**src/pmic_gpio_pkg.sv**
```systemverilog
// constants, register map and pin function codes for the pin configuration block
// assumes a single 100 MHz clock domain and an 8-bit internal register port
package pmic_gpio_pkg;

  // ----------------------------------------------------------------
  // sizes
  // ----------------------------------------------------------------
  localparam int PIN_COUNT   = 7;
  localparam int ADDR_W      = 8;
  localparam int DATA_W      = 8;
  localparam int FUNC_W      = 4;
  localparam int SRC_W       = 3;
  localparam int LED_CODE_W  = 4;
  localparam int LED_MA_W    = 5;
  localparam int ANALOG_PINS = 2;
  localparam int FIRST_ANALOG_PIN = 5;

  // ----------------------------------------------------------------
  // register offsets
  // ----------------------------------------------------------------
  localparam logic [ADDR_W-1:0] PULLUP_ENABLE_ADDR = 8'h10;
  localparam logic [ADDR_W-1:0] CTRL_ADDR          = 8'h11;
  localparam logic [ADDR_W-1:0] PUSH_PULL_ADDR     = 8'h12;
  localparam logic [ADDR_W-1:0] GPIO_OUT_ADDR      = 8'h13;
  localparam logic [ADDR_W-1:0] PIN_STATUS_ADDR    = 8'h14;
  localparam logic [ADDR_W-1:0] LED_CODE_ADDR      = 8'h15;
  localparam logic [ADDR_W-1:0] COMP_STATUS_ADDR   = 8'h16;
  localparam logic [ADDR_W-1:0] FUNC_BASE_ADDR     = 8'h18;

  // ----------------------------------------------------------------
  // field positions and reset values
  // ----------------------------------------------------------------
  localparam int CTRL_RAIL_BIT   = 0;
  localparam int CTRL_POWER_ENABLE_INPUT_BIT  = 1;
  localparam int FUNC_LSB        = 0;
  localparam int SRC_LSB         = 4;
  localparam logic [DATA_W-1:0] PULLUP_RESET    = 8'h00;
  localparam logic [DATA_W-1:0] CTRL_RESET      = 8'h02;
  localparam logic [DATA_W-1:0] PUSH_PULL_RESET = 8'h00;
  localparam logic [DATA_W-1:0] GPIO_OUT_RESET  = 8'h00;
  localparam logic [DATA_W-1:0] LED_CODE_RESET  = 8'h00;

  // led current: linear 1 mA steps up to this code, 2 mA steps above it
  localparam logic [LED_CODE_W-1:0] LED_LINEAR_MAX = 4'h8;
  // comparator reference in millivolts, fixed in the analog part
  localparam int COMP_REF_MV = 800;

  // ----------------------------------------------------------------
  // pin functions
  // ----------------------------------------------------------------
  typedef enum logic [FUNC_W-1:0] {
    FN_GPIO,
    FN_RESET_OUT,
    FN_INTERRUPT_OUT,
    FN_SUPPLY_ENABLE_OUT,
    FN_GOOD_OUT,
    FN_EXT_GOOD_IN,
    FN_DYN_VOLT_IN,
    FN_VSEL_IN,
    FN_CONV_ON_IN,
    FN_SLEEP_IN,
    FN_DEEP_SLEEP_IN,
    FN_POWER_ENABLE_IN,
    FN_LED_SINK,
    FN_COMP_IN,
    FN_COMP_OUT
  } pin_func_t;

  function automatic logic [DATA_W-1:0] func_reset(input int pin);
    case (pin)
      0:       func_reset = {4'h0, FN_POWER_ENABLE_IN};
      1:       func_reset = {4'h0, FN_RESET_OUT};
      2:       func_reset = {4'h0, FN_INTERRUPT_OUT};
      4:       func_reset = {4'h0, FN_SUPPLY_ENABLE_OUT};
      default: func_reset = {4'h0, FN_GPIO};
    endcase
  endfunction

  function automatic logic [LED_MA_W-1:0] led_ma(input logic [LED_CODE_W-1:0] code);
    if (code <= LED_LINEAR_MAX) begin
      led_ma = {1'b0, code};
    end else begin
      led_ma = 5'({code, 1'b0} - {1'b0, LED_LINEAR_MAX});
    end
  endfunction

endpackage

```
**src/gpio_pin_cell.sv**
```systemverilog
// one pin's output driver: function mux, open-drain or push-pull stage
// assumes its inputs come from logic on the same clock
`timescale 1ns/10ps
`default_nettype none
module gpio_pin_cell #(
  parameter int REG_COUNT    = 6,
  parameter bit PUSH_PULL_OK = 1'b1
) (
  input  wire logic                          clock_in,
  input  wire logic                          rst_n_in,
  input  wire pmic_gpio_pkg::pin_func_t      func_in,
  input  wire logic [pmic_gpio_pkg::SRC_W-1:0] source_in,
  input  wire logic                          push_pull_in,
  input  wire logic                          gpio_value_in,
  input  wire logic                          system_reset_active_in,
  input  wire logic                          unmasked_event_pending_in,
  input  wire logic                          external_supply_enable_in,
  input  wire logic [REG_COUNT-1:0]          regulator_power_good_in,
  input  wire logic [1:0]                    comparator_result_in,
  output logic                               pad_out,
  output logic                               pad_oe_out
);
  import pmic_gpio_pkg::*;

  logic level;
  logic active;

  // ----------------------------------------------------------------
  // function mux
  // ----------------------------------------------------------------
  always_comb begin
    level  = 1'b1;
    active = 1'b1;
    case (func_in)
      FN_GPIO:              level = gpio_value_in;
      FN_RESET_OUT:         level = ~system_reset_active_in;
      FN_INTERRUPT_OUT:     level = ~unmasked_event_pending_in;
      FN_SUPPLY_ENABLE_OUT: level = external_supply_enable_in;
      FN_GOOD_OUT: begin
        if (int'(source_in) < REG_COUNT) begin
          level = regulator_power_good_in[source_in];
        end
      end
      FN_COMP_OUT:          level = comparator_result_in[source_in[0]];
      default:              active = 1'b0;
    endcase
  end

  // ----------------------------------------------------------------
  // driver stage
  // ----------------------------------------------------------------
  always_ff @(posedge clock_in or negedge rst_n_in) begin
    if (!rst_n_in) begin
      pad_out    <= 1'b0;
      pad_oe_out <= 1'b0;
    end else if (!active) begin
      pad_out    <= 1'b0;
      pad_oe_out <= 1'b0;
    end else if (push_pull_in && PUSH_PULL_OK) begin
      pad_out    <= level;
      pad_oe_out <= 1'b1;
    end else begin
      pad_out    <= 1'b0;
      pad_oe_out <= ~level;
    end
  end

endmodule
`default_nettype wire

```
**src/pmic_gpio_config.sv**
```systemverilog
// pin configuration block: settings registers, per-pin drivers, input routing
// assumes pads resolved outside; register port driven by on-chip logic on clock_in
`timescale 1ns/10ps
`default_nettype none
// Behaviour
// - pullup enable bit 0 connects pin 1 pull-up when one
// - pin 1 rail select chooses I/O supply at zero, 5V rail at one
// - pins 2 to 7 pull-ups follow their own enable bits
// - standard pins choose open-drain or push-pull drive
// - pins 6 and 7 drive open-drain only
// - led sink and comparator input functions refused on pins 1 to 5
// - comparator result used internally or routed to another pin
// - led code gives 0-8 mA by 1, then 10-22 mA by 2
// - power-enable operation forces pin 1 to power enable input
// - power enable input low also requests deep sleep
// - pins offer sequencing, supply, scaling, select, good, on/off, sleep functions
// - pins 2, 3, 5 default to reset, interrupt, supply enable
// - pin functions change live without a restart
// - interrupt pin drives low while an unmasked event is pending
module pmic_gpio_config #(
  parameter int REG_COUNT = 6
) (
  input  wire logic                                    clock_in,
  input  wire logic                                    rst_b_in,
  input  wire logic [pmic_gpio_pkg::ADDR_W-1:0]        reg_addr_in,
  input  wire logic [pmic_gpio_pkg::DATA_W-1:0]        reg_wdata_in,
  input  wire logic                                    reg_write_in,
  input  wire logic                                    reg_read_in,
  output logic [pmic_gpio_pkg::DATA_W-1:0]             reg_rdata_out,
  input  wire logic [pmic_gpio_pkg::PIN_COUNT-1:0]     gpio_pad_in,
  output logic [pmic_gpio_pkg::PIN_COUNT-1:0]          gpio_pad_out,
  output logic [pmic_gpio_pkg::PIN_COUNT-1:0]          gpio_pad_oe_out,
  output logic [pmic_gpio_pkg::PIN_COUNT-1:0]          pullup_enable_out,
  output logic                                         pin1_pullup_rail_select_out,
  input  wire logic [pmic_gpio_pkg::ANALOG_PINS-1:0]   comparator_above_ref_in,
  output logic [pmic_gpio_pkg::ANALOG_PINS-1:0]        comparator_enable_out,
  output logic [pmic_gpio_pkg::ANALOG_PINS-1:0]        comparator_result_out,
  output logic [pmic_gpio_pkg::ANALOG_PINS-1:0]        led_sink_enable_out,
  output logic [2*pmic_gpio_pkg::LED_CODE_W-1:0]       led_sink_current_code_out,
  output logic [2*pmic_gpio_pkg::LED_MA_W-1:0]         led_sink_ma_out,
  input  wire logic                                    system_reset_active_in,
  input  wire logic                                    unmasked_event_pending_in,
  input  wire logic                                    external_supply_enable_in,
  input  wire logic [REG_COUNT-1:0]                    regulator_power_good_in,
  output logic                                         external_good_input_out,
  output logic                                         dynamic_voltage_scaling_out,
  output logic [REG_COUNT-1:0]                         voltage_select_out,
  output logic [REG_COUNT-1:0]                         converter_on_request_out,
  output logic                                         sleep_request_out,
  output logic                                         deep_sleep_mode_out,
  output logic                                         power_enable_input_out
);
  import pmic_gpio_pkg::*;

  // the source field can only name this many regulators
  if (REG_COUNT < 1 || REG_COUNT > (1 << SRC_W)) begin : g_bad_count
    $error("REG_COUNT out of range");
  end

  // ----------------------------------------------------------------
  // reset release and input synchronisers
  // ----------------------------------------------------------------
  logic [1:0]             rst_sync_q;
  logic                   rst_n;
  logic [PIN_COUNT-1:0]   pin_meta_q;
  logic [PIN_COUNT-1:0]   pin_sync_q;
  logic [ANALOG_PINS-1:0] comp_meta_q;
  logic [ANALOG_PINS-1:0] comp_sync_q;

  always_ff @(posedge clock_in or negedge rst_b_in) begin
    if (!rst_b_in) begin
      rst_sync_q <= 2'h0;
    end else begin
      rst_sync_q <= {rst_sync_q[0], 1'b1};
    end
  end
  assign rst_n = rst_sync_q[1];

  always_ff @(posedge clock_in or negedge rst_n) begin
    if (!rst_n) begin
      pin_meta_q  <= '0;
      pin_sync_q  <= '0;
      comp_meta_q <= '0;
      comp_sync_q <= '0;
    end else begin
      pin_meta_q  <= gpio_pad_in;
      pin_sync_q  <= pin_meta_q;
      comp_meta_q <= comparator_above_ref_in;
      comp_sync_q <= comp_meta_q;
    end
  end

  // ----------------------------------------------------------------
  // settings registers
  // ----------------------------------------------------------------
  logic [DATA_W-1:0]     pullup_q;
  logic [DATA_W-1:0]     ctrl_q;
  logic [DATA_W-1:0]     push_pull_q;
  logic [DATA_W-1:0]     gpio_out_q;
  logic [DATA_W-1:0]     led_code_q;
  logic [DATA_W-1:0]     func_q [PIN_COUNT];
  logic [ADDR_W-1:0]     func_idx;
  logic                  func_hit;
  pin_func_t             wr_func;
  pin_func_t             eff_func [PIN_COUNT];

  assign func_idx = reg_addr_in - FUNC_BASE_ADDR;
  assign func_hit = reg_addr_in >= FUNC_BASE_ADDR && func_idx < ADDR_W'(PIN_COUNT);
  assign wr_func  = pin_func_t'(reg_wdata_in[FUNC_LSB +: FUNC_W]);

  // refusal leaves the old function in place; software sees it on read-back
  function automatic logic func_ok(input logic [ADDR_W-1:0] idx, input logic [FUNC_W-1:0] code);
    func_ok = code <= FN_COMP_OUT;
    if ((code == FN_LED_SINK || code == FN_COMP_IN) && idx < ADDR_W'(FIRST_ANALOG_PIN)) begin
      func_ok = 1'b0;
    end
    if (code == FN_POWER_ENABLE_IN && idx != '0) begin
      func_ok = 1'b0;
    end
  endfunction

  always_ff @(posedge clock_in or negedge rst_n) begin
    if (!rst_n) begin
      pullup_q <= PULLUP_RESET;
    end else if (reg_write_in && reg_addr_in == PULLUP_ENABLE_ADDR) begin
      pullup_q <= {1'b0, reg_wdata_in[PIN_COUNT-1:0]};
    end
  end

  always_ff @(posedge clock_in or negedge rst_n) begin
    if (!rst_n) begin
      ctrl_q <= CTRL_RESET;
    end else if (reg_write_in && reg_addr_in == CTRL_ADDR) begin
      ctrl_q <= {6'h00, reg_wdata_in[CTRL_POWER_ENABLE_INPUT_BIT], reg_wdata_in[CTRL_RAIL_BIT]};
    end
  end

  always_ff @(posedge clock_in or negedge rst_n) begin
    if (!rst_n) begin
      push_pull_q <= PUSH_PULL_RESET;
      gpio_out_q  <= GPIO_OUT_RESET;
      led_code_q  <= LED_CODE_RESET;
    end else if (reg_write_in) begin
      if (reg_addr_in == PUSH_PULL_ADDR) begin
        push_pull_q <= {3'h0, reg_wdata_in[4:0]};
      end
      if (reg_addr_in == GPIO_OUT_ADDR) begin
        gpio_out_q <= {1'b0, reg_wdata_in[PIN_COUNT-1:0]};
      end
      if (reg_addr_in == LED_CODE_ADDR) begin
        led_code_q <= reg_wdata_in;
      end
    end
  end

  genvar p;
  generate
    for (p = 0; p < PIN_COUNT; p++) begin : g_pin
      always_ff @(posedge clock_in or negedge rst_n) begin
        if (!rst_n) begin
          func_q[p] <= func_reset(p);
        end else if (reg_write_in && func_hit && func_idx == ADDR_W'(p) &&
                     func_ok(func_idx, wr_func)) begin
          func_q[p] <= {1'b0, reg_wdata_in[SRC_LSB +: SRC_W], wr_func};
        end
      end

      if (p == 0) begin : g_first
        assign eff_func[p] = ctrl_q[CTRL_POWER_ENABLE_INPUT_BIT] ? FN_POWER_ENABLE_IN :
                             pin_func_t'(func_q[p][FUNC_LSB +: FUNC_W]);
      end else begin : g_other
        assign eff_func[p] = pin_func_t'(func_q[p][FUNC_LSB +: FUNC_W]);
      end

      gpio_pin_cell #(
        .REG_COUNT    (REG_COUNT),
        .PUSH_PULL_OK (p < FIRST_ANALOG_PIN)
      ) u_cell (
        .clock_in                  (clock_in),
        .rst_n_in                  (rst_n),
        .func_in                   (eff_func[p]),
        .source_in                 (func_q[p][SRC_LSB +: SRC_W]),
        .push_pull_in              (push_pull_q[p]),
        .gpio_value_in             (gpio_out_q[p]),
        .system_reset_active_in    (system_reset_active_in),
        .unmasked_event_pending_in (unmasked_event_pending_in),
        .external_supply_enable_in (external_supply_enable_in),
        .regulator_power_good_in   (regulator_power_good_in),
        .comparator_result_in      (comp_sync_q),
        .pad_out                   (gpio_pad_out[p]),
        .pad_oe_out                (gpio_pad_oe_out[p])
      );
    end
  endgenerate

  // ----------------------------------------------------------------
  // analog controls
  // ----------------------------------------------------------------
  always_ff @(posedge clock_in or negedge rst_n) begin
    if (!rst_n) begin
      pullup_enable_out           <= '0;
      pin1_pullup_rail_select_out <= 1'b0;
      led_sink_enable_out         <= '0;
      comparator_enable_out       <= '0;
      comparator_result_out       <= '0;
      led_sink_current_code_out   <= '0;
      led_sink_ma_out             <= '0;
    end else begin
      pullup_enable_out           <= pullup_q[PIN_COUNT-1:0];
      pin1_pullup_rail_select_out <= ctrl_q[CTRL_RAIL_BIT];
      for (int a = 0; a < ANALOG_PINS; a++) begin
        led_sink_enable_out[a]   <= eff_func[FIRST_ANALOG_PIN+a] == FN_LED_SINK;
        comparator_enable_out[a] <= eff_func[FIRST_ANALOG_PIN+a] == FN_COMP_IN;
      end
      comparator_result_out       <= comp_sync_q & comparator_enable_out;
      led_sink_current_code_out   <= led_code_q;
      led_sink_ma_out             <= {led_ma(led_code_q[7:4]), led_ma(led_code_q[3:0])};
    end
  end

  // ----------------------------------------------------------------
  // input function routing
  // ----------------------------------------------------------------
  logic                 good_d;
  logic                 scale_d;
  logic                 sleep_d;
  logic                 deep_d;
  logic                 pwr_d;
  logic [REG_COUNT-1:0] vsel_d;
  logic [REG_COUNT-1:0] conv_d;

  always_comb begin
    good_d  = 1'b0;
    scale_d = 1'b0;
    sleep_d = 1'b0;
    deep_d  = 1'b0;
    pwr_d   = 1'b0;
    vsel_d  = '0;
    conv_d  = '0;
    for (int i = 0; i < PIN_COUNT; i++) begin
      case (eff_func[i])
        FN_EXT_GOOD_IN:     good_d  = good_d | pin_sync_q[i];
        FN_DYN_VOLT_IN:     scale_d = scale_d | pin_sync_q[i];
        FN_SLEEP_IN:        sleep_d = sleep_d | pin_sync_q[i];
        FN_DEEP_SLEEP_IN:   deep_d  = deep_d | pin_sync_q[i];
        FN_POWER_ENABLE_IN: pwr_d   = pwr_d | pin_sync_q[i];
        FN_VSEL_IN: begin
          if (int'(func_q[i][SRC_LSB +: SRC_W]) < REG_COUNT) begin
            vsel_d[func_q[i][SRC_LSB +: SRC_W]] = pin_sync_q[i];
          end
        end
        FN_CONV_ON_IN: begin
          if (int'(func_q[i][SRC_LSB +: SRC_W]) < REG_COUNT) begin
            conv_d[func_q[i][SRC_LSB +: SRC_W]] = pin_sync_q[i];
          end
        end
        default: ;
      endcase
    end
    if (eff_func[0] == FN_POWER_ENABLE_IN && !pin_sync_q[0]) begin
      deep_d = 1'b1;
    end
  end

  always_ff @(posedge clock_in or negedge rst_n) begin
    if (!rst_n) begin
      external_good_input_out     <= 1'b0;
      dynamic_voltage_scaling_out <= 1'b0;
      sleep_request_out           <= 1'b0;
      deep_sleep_mode_out         <= 1'b0;
      power_enable_input_out      <= 1'b0;
      voltage_select_out          <= '0;
      converter_on_request_out    <= '0;
    end else begin
      external_good_input_out     <= good_d;
      dynamic_voltage_scaling_out <= scale_d;
      sleep_request_out           <= sleep_d;
      deep_sleep_mode_out         <= deep_d;
      power_enable_input_out      <= pwr_d;
      voltage_select_out          <= vsel_d;
      converter_on_request_out    <= conv_d;
    end
  end

  // ----------------------------------------------------------------
  // read-back, unmapped addresses read zero
  // ----------------------------------------------------------------
  always_ff @(posedge clock_in or negedge rst_n) begin
    if (!rst_n) begin
      reg_rdata_out <= '0;
    end else if (reg_read_in) begin
      case (reg_addr_in)
        PULLUP_ENABLE_ADDR: reg_rdata_out <= pullup_q;
        CTRL_ADDR:          reg_rdata_out <= ctrl_q;
        PUSH_PULL_ADDR:     reg_rdata_out <= push_pull_q;
        GPIO_OUT_ADDR:      reg_rdata_out <= gpio_out_q;
        PIN_STATUS_ADDR:    reg_rdata_out <= {1'b0, pin_sync_q};
        LED_CODE_ADDR:      reg_rdata_out <= led_code_q;
        COMP_STATUS_ADDR:   reg_rdata_out <= {6'h00, comp_sync_q};
        default:            reg_rdata_out <= func_hit ? func_q[func_idx[2:0]] : '0;
      endcase
    end
  end
endmodule
`default_nettype wire

```
**config.mk**
```make
export PLATFORM = sky130hd
export DESIGN_NAME = pmic_gpio_config
export DESIGN_NICKNAME = d
export VERILOG_FILES = /design/src/pmic_gpio_pkg.sv /design/src/gpio_pin_cell.sv /design/src/pmic_gpio_config.sv
export SDC_FILE = /design/constraint.sdc
export NUM_CORES = 1
export LEC_CHECK = 0
export BUFFER_PORTS_ARGS = -buffer_cell sky130_fd_sc_hd__buf_4
export CAP_MARGIN = 20
export CORE_UTILIZATION = 59
export DETAILED_ROUTE_END_ITERATION = 12
export GPL_TIMING_DRIVEN = 0
export PLACE_DENSITY = 0.91
export REMOVE_ABC_BUFFERS = 1
export SLEW_MARGIN = 15
export SYNTH_ARGS = -nofsm -noshare
export SYNTH_HDL_FRONTEND = slang
export SYNTH_SLANG_ARGS = --single-unit
```
**constraint.sdc**
```tcl
create_clock -name clock_in -period 5.5 [get_ports clock_in]
set_input_delay 0.275 -clock clock_in [delete_from_list [all_inputs] [get_ports clock_in]]
set_output_delay 0.275 -clock clock_in [all_outputs]
set_load 0.02 [all_outputs]
```
== After elaboration in Yosys (flattened, before gate mapping) ==
Cells that the tools add are included.

* Add/subtract/negate cells: 3
* $lt $le $gt $ge: 35
* Equality and inequality tests: 104
* Mux-type cells: 170
* Bitwise gates (word level): 42
* Reduce and logical (&&, ||, !) cells: 49

{| class="wikitable"
|+ Operator list
! cell !! number
|-
| $eq A4 B4 Y1 const B || 42
|-
| $mux W6 || 27
|-
| $eq A4 B3 Y1 const B || 28
|-
| $mux W1 || 102
|-
| $bwmux W6 || 12
|-
| $eq A4 B2 Y1 const B || 14
|-
| $eq A8 B5 Y1 const B || 7
|-
| $pmux W8 S7 || 1
|-
| $pmux W1 S6 || 7
|-
| $reduce_or A6 Y1 || 7
|-
| $or A1 B1 Y1 || 30
|-
| $eq A4 B1 Y1 const B || 7
|-
| $logic_and A1 B1 Y1 || 28
|-
| $logic_not A4 Y1 || 7
|-
| $lt A3 B4 Y1 const B || 7
|-
| $bmux W8 S3 || 1
|-
| $eq A8 B3 Y1 const B || 3
|-
| $mux W8 || 3
|-
| $bmux W1 S3 || 7
|-
| $demux W1 S3 || 7
|-
| $ge A3 B1 Y1 const B || 7
|-
| $lt A3 B3 Y1 const B || 7
|-
| $eq A8 B2 Y1 const B || 2
|-
| $lt A8 B3 Y1 const B || 2
|-
| other kinds (18) || 38
|}

* Register bits: 167
* Input bits: 38
* Output and inout port bits: 71
* Word-level logic and storage cells: 447

== Logic depth before layout (Yosys ltp) ==
* Word-level depth: 25
* Gate-level depth with buffers: 8
* Mapped depth without buffers: 6

== By module ==
From an unflattened synthesis, not the netlist that was laid out.

* Cell total of the unflattened synthesis: 898
* Area, all modules: 9621.7 um^2

{| class="wikitable"
|+ Modules (own cells, without submodules)
! module !! instances !! cells an instance !! area an instance (um^2) !! seq. area each (um^2)
|-
| pmic_gpio_config || 1 || 750 || 8089.0 || 3888.7
|-
| gpio_pin_cell at g_pin[0].u_cell ... || 5 || 22 || 236.5 || 50.0
|-
| gpio_pin_cell at g_pin[5].u_cell ... || 2 || 19 || 175.2 || 25.0
|}

== Least setup slack after synthesis ==
OpenSTA, ideal clock, no wires.

* Path kind: input -> register
* From: input reg_addr_in[3] (netlist name)
* To: register func_q, in the netlist eff_func[13]
* Library setup time: 125 ps
* Arrival: 1904 ps
* Required time: 5375 ps
* Slack: 3471 ps
* Stages on the path: 5
* Buffers on the path: 0
* Cells stage by stage: ha_1 > nor4b_4 > nand3_4 > nor4_4 > mux2_2

* Word-level cells in the longest chain between the ends: 6
* Elaborated cells on any way between the ends: 14
* Those cells by class: add/sub: 1; order compare: 3; eq/ne: 1; mux: 2; reduce/logical: 7

{| class="wikitable"
|+ RTL lines
! what !! line !! text
|-
| from (decl) || pmic_gpio_config.sv:25 || <nowiki>input wire logic [pmic_gpio_pkg::ADDR_W-1:0] reg_addr_in,</nowiki>
|-
| $sub A8 B5 Y8 || pmic_gpio_config.sv:107 || <nowiki>assign func_idx = reg_addr_in - FUNC_BASE_ADDR;</nowiki>
|-
| $lt A8 B3 Y1, on equally long branches || pmic_gpio_config.sv:114, pmic_gpio_config.sv:108 ||
|-
| $logic_and A1 B1 Y1, on equally long branches || pmic_gpio_config.sv:114, pmic_gpio_config.sv:108 ||
|-
| $mux W1 / $logic_and A1 B1 Y1 (equally long branches) || pmic_gpio_config.sv:114, pmic_gpio_config.sv:162 ||
|-
| $mux W1 / $logic_and A1 B1 Y1 (equally long branches) || pmic_gpio_config.sv:117, pmic_gpio_config.sv:162 ||
|-
| $logic_and A1 B1 Y1 * || pmic_gpio_config.sv:162 || <nowiki>end else if (reg_write_in && func_hit && func_idx == ADDR_W'(p) &&</nowiki>
|-
| to (signal, indexed assignment) || pmic_gpio_config.sv:161 || <nowiki>func_q[p] <= func_reset(p);</nowiki>
|-
| to (signal, indexed assignment) || pmic_gpio_config.sv:164 || <nowiki>func_q[p] <= {1'b0, reg_wdata_in[SRC_LSB +: SRC_W], wr_func};</nowiki>
|-
| to (decl) || pmic_gpio_config.sv:101 || <nowiki>logic [DATA_W-1:0] func_q [PIN_COUNT];</nowiki>
|}

Every way passes the cells marked *; elsewhere a longest branch is shown, timed or not.
A chain may end at the register's enable or synchronous reset.

== Worst setup path in the final report ==
* From: register func_q[51] (netlist name)
* To: register converter_on_request_out[1]

* Word-level cells in the longest chain between the ends: 21

{| class="wikitable"
|+ RTL lines
! what !! line !! text
|-
| $mux W4 * || pmic_gpio_config.sv:169 || <nowiki>assign eff_func[p] = ctrl_q[CTRL_POWER_ENABLE_INPUT_BIT] ? FN_POWER_ENABLE_IN :</nowiki>
|-
| $eq A4 B4 Y1 * || pmic_gpio_config.sv:241 || <nowiki>case (eff_func[i])</nowiki>
|-
| $mux W6 * || pmic_gpio_config.sv:241 ||
|-
| $bwmux W6 || pmic_gpio_config.sv:254 || <nowiki>conv_d[func_q[i][SRC_LSB +: SRC_W]] = pin_sync_q[i];</nowiki>
|-
| $mux W6 || pmic_gpio_config.sv:253 || <nowiki>if (int'(func_q[i][SRC_LSB +: SRC_W]) < REG_COUNT) begin</nowiki>
|-
| $mux W6 * || pmic_gpio_config.sv:241 ||
|-
| $bwmux W6 || pmic_gpio_config.sv:254 ||
|-
| $mux W6 || pmic_gpio_config.sv:253 ||
|-
| [6 not listed] || - ||
|-
| $mux W6 * || pmic_gpio_config.sv:241 ||
|-
| $bwmux W6 || pmic_gpio_config.sv:254 ||
|-
| $mux W6 || pmic_gpio_config.sv:253 ||
|-
| $mux W6 * || pmic_gpio_config.sv:241 ||
|-
| $bwmux W6 || pmic_gpio_config.sv:254 ||
|-
| $mux W6 || pmic_gpio_config.sv:253 ||
|-
| $mux W6 * || pmic_gpio_config.sv:241 ||
|-
| named net conv_d[1] || pmic_gpio_config.sv:230 || <nowiki>logic [REG_COUNT-1:0] conv_d;</nowiki>
|-
| to (signal assigned) || pmic_gpio_config.sv:281 || <nowiki>converter_on_request_out <= conv_d;</nowiki>
|-
| to (decl) || pmic_gpio_config.sv:48 || <nowiki>output logic [REG_COUNT-1:0] converter_on_request_out,</nowiki>
|}

Mark *: on every way through the listed nets, which the timed path passes. The rest lies on a longest branch.

==> results by group <==
Synthesis
  • Synth Cell Area: 9610 um2
  • Most area-hungry cell type in the Yosys netlist: dfrtp_1
  • Syn_area_per_cell: a little over 10 um2
  • Async S/R FF share, synth: 100%
  • Top_reg_cell synth: dfrtp_1
  • Area contributors post-synth: dfrtp_1, mux2_2, mux4_2
  • Gate count of the mapped netlist: ~940
  • Sequential share of the synthesized area: 43.6%
  • #FFs+latches synth: 167
  • Yosys cell types: between 70 and 80
  • Synth top area share: between 40% and 50%
  • Yosys warns: 0
  • EDFF count, synth: 0

Power
  • Internal power: 0.00207 W
  • Pwr dens: between 200 and 300 nW/um2
  • Leak: around 4.7 nW
  • Flop pwr share: a little under half
  • P_sw: 0.000903 W
  • Switching share of total power: between 30% and 40%
  • Logic pwr share: about an eighth
  • VDD IR max: between 0.2 and 0.25 mV
  • Clock share of power: between 30% and 40%

Timing
  • Final Cycle Share: around half
  • Final setup violation count: 0
  • Endpoints failing hold: 0
  • Max-slew headroom: 29.3%
  • Achievable Freq: between 0.3 and 0.4 GHz
  • Hold_ws: between 70 and 80 ps
  • Least-Margin Pin Slew: between 1000 and 1500 ps
  • Clock Skews: 13.0 ps
  • Setup tns final: 0 ps
  • Slew Viols, Final: 0
  • RSZ-0062 raised after global routing: no
  • Min cycle time layout: about 2700 ps

Layout
  • Layout Nets: between 1,000 and 1,500
  • Share of cells above drive strength 1: 27.8%
  • Diode count: 0
  • Final instance area: around 11,000 um2
  • Layout area overhead: 14.5%
  • Fillers: 1,159
  • Most frequent cells in the layout: dfrtp_1, buf_4, mux2_2
  • Commonest non-fill, non-tap cell in the layout: dfrtp_1

GRT
  • First-pass GRT wire length: ~44,000 um
  • Number of global-route vias before repair: roughly 7,700
  • Tot GR Track Use: 35.6%
  • GR Overflow Total: 0
  • Largest net degree at the start of global routing: 63
  • Initial antenna violation count: 0

Drt
  • TritonRoute pass-1 iters: 8
  • Routed via count: around 8,200
  • Vias per inst: roughly 6.8
  • DRT antenna net count: 0
  • WL final: 28,400 um
  • DRC viols: 0
  • DRC marker count from the first detailed-route iteration: 1,076
  • WL/cell: approximately 23 um

Worst setup path
  • Critical Setup Path Class: reg -> reg
  • Slowest CP cell: nor4bb_1
  • Critical path launch point type: register
  • Worst EP arrival: approximately 3100 ps
  • Worst path cell trace: nor4bb_1, o2111ai_1, a221oi_1, o21ai_0, a21oi_1
  • Crit-path leading delay family: compound AO/OA/AOI/OAI gates
  • Worst Setup End Kind: register
  • CP max stage delay: 910 ps
  • Max FO, Critical Path: 8
  • Req. time, crit path: between 5000 and 6000 ps
  • Worst path bufs/invs: 0

Clocking
  • Num CTS Buffers: 17
  • Clk buf depth: 2
  • Htree depth: 4
  • Clk slew on worst S/H paths: 70 ps
  • Worst-skew pair later-pin latency: between 400 and 500 ps
  • CTS tree: done
  • Setup Buffers After CTS: 0
  • CTS sink count: 167
  • PostCTS Resize Cnt: 0
  • Root Driver: clkbuf_16
  • CTS Hold Bufs: 10

Place
  • Detailed Place HPWL: around 20,000 um
  • PortBufs: between 100 and 150
  • Placer Congestion: 0.936
  • Area after DPL: 10,300 um2

Floorplanning
  • Die Y: ~130 um
  • Core area: around 16,000 um2
  • Io pins: roughly 110
  • Die area: around 17,000 um2
  • Cell Rows: 46
  • Die width: around 130 um
  • Initial core utilization: 60.5%

Run
  • Number of max-cap violations: 0

Worst hold path
  • Worst min path class: in -> reg

Outcome
  • Status: finished, final reports clean
-- through the flow --
| step | power, W | setup slack, ps | util (%) | cells |
|---|---|---|---|---|
| detailed placement | 0.00180 | 2840 | 65.0 | 1173 |
| finish | 0.00297 | 2790 | 69.3 | 1215 |
| global placement | 0.00178 | -1050 | 64.6 | 1171 |
| floorplan | 0.00161 | 516 | - | 849 |
| CTS | 0.00297 | 2870 | 69.3 | 1215 |
| global route | 0.00307 | 2720 | 69.3 | 1215 |
-- worst register-to-register path, delay by kind of cell (launching register included) --
kind | cells | cell delay [ps]
and+or+nand+nor | 1 | 920
DFF | 1 | 610
AOI/OAI and AO/OA | 4 | 1090
-- power groups by stage --
stage / clock [W] / sequential [W] / combinational [W]
6_report: 0.00118 / 0.00140 / 0.000394
5_1_grt: 0.00123 / 0.00142 / 0.000421
4_1_cts: 0.00118 / 0.00140 / 0.000389
3_5_place_dp: 0 / 0.00142 / 0.000379
3_3_place_gp: 0 / 0.00143 / 0.000350
2_1_floorplan: 0 / 0.00143 / 0.000183
-- worst paths after layout --
kind,from,to,slack (ps),depth (start not counted)
worst max-delay path,func_q[51],converter_on_request_out[1],2790,5
worst min-delay path,reg_wdata_in[7],led_code_q[7],70,2
worst max register to register,func_q[51],converter_on_request_out[1],2790,5
worst min register to register,pin_meta_q[2],pin_sync_q[2],350,0
max in group asynchronous,rst_sync_q[1],func_q[51],4290,1
min in group asynchronous,rst_b_in,rst_sync_q[0],160,2
-- cell usage after synthesis, types with 5 or more instances --
library cell  instances
o21ai_0              44
nor3_1               17
nand4_1              12
nor2_1               56
a2bb2oi_1             5
a22oi_1               8
o22ai_1              15
inv_1                17
nand3_1              28
nand2b_1              9
o211ai_1             24
clkbuf_1             69
a32oi_1               9
o221ai_1              5
nand3b_1             16
mux4_2               17
a31oi_1              11
or4b_2                5
nand2_1              71
dfrtp_1             159
nor4b_1               5
buf_2                 9
nor3b_1              14
mux2i_1              25
buf_4                14
mux2_2               85
dfstp_2               8
nand4b_1              6
or3b_2                8
and2_1                7
or3_1                 5
and3_1               10
a21oi_1              35
nor2b_1              22
and4b_1               5
a211oi_1              5
-- final cells by class --
cell class	count	area, um2	share of cell area (%)
clock inverters	15	163	1.48
flip-flops and latches	167	4190	38.1
well taps	216	270	2.46
multi-input cells	664	4940	44.9
inverters	18	67.6	0.614
repair buffers	118	951	8.64
clock buffers	17	425	3.86
-- kinds of logic (layout without fill, tap and decap cells) --
group                    count (synthesis)  count (layout)  synth area share (%)
buffers and inverters                  113             168                  5.08
other                                    2               3                0.0781
adder cells (fa/ha/maj)                  1               1                 0.130
XOR/XNOR                                 2               2                 0.182
AND/OR/NAND/NOR                        322             322                  19.8
multiplexers                           127             127                  16.5
flip-flops                             167             167                  43.6
AO/OA/AOI/OAI                          209             209                  14.6
-- sequential cells by signal, indices dropped and copies added (netlist names), 7 cells and up --
| register | count |
|---|---|
| led_code_q | 8 |
| led_sink_ma_out | 10 |
| pullup_q | 7 |
| g_pin.u_cell.pad_oe_out | 7 |
| pullup_enable_out | 7 |
| func_q | 25 |
| eff_func | 24 |
| reg_rdata_out | 8 |
| led_sink_current_code_out | 8 |
| pin_sync_q | 7 |
| gpio_out_q | 7 |
| pin_meta_q | 7 |
-- per-layer routing --
layer  track usage (%)  share of wire, %  up-vias
met2              54.0                46      606
met5                 0                 0        -
met4              13.2               3.0        0
met1              50.3                40     3980
met3              7.84                11       79
li1                  -                 -     3575
Note: power is estimated with default switching activity, not from simulation.
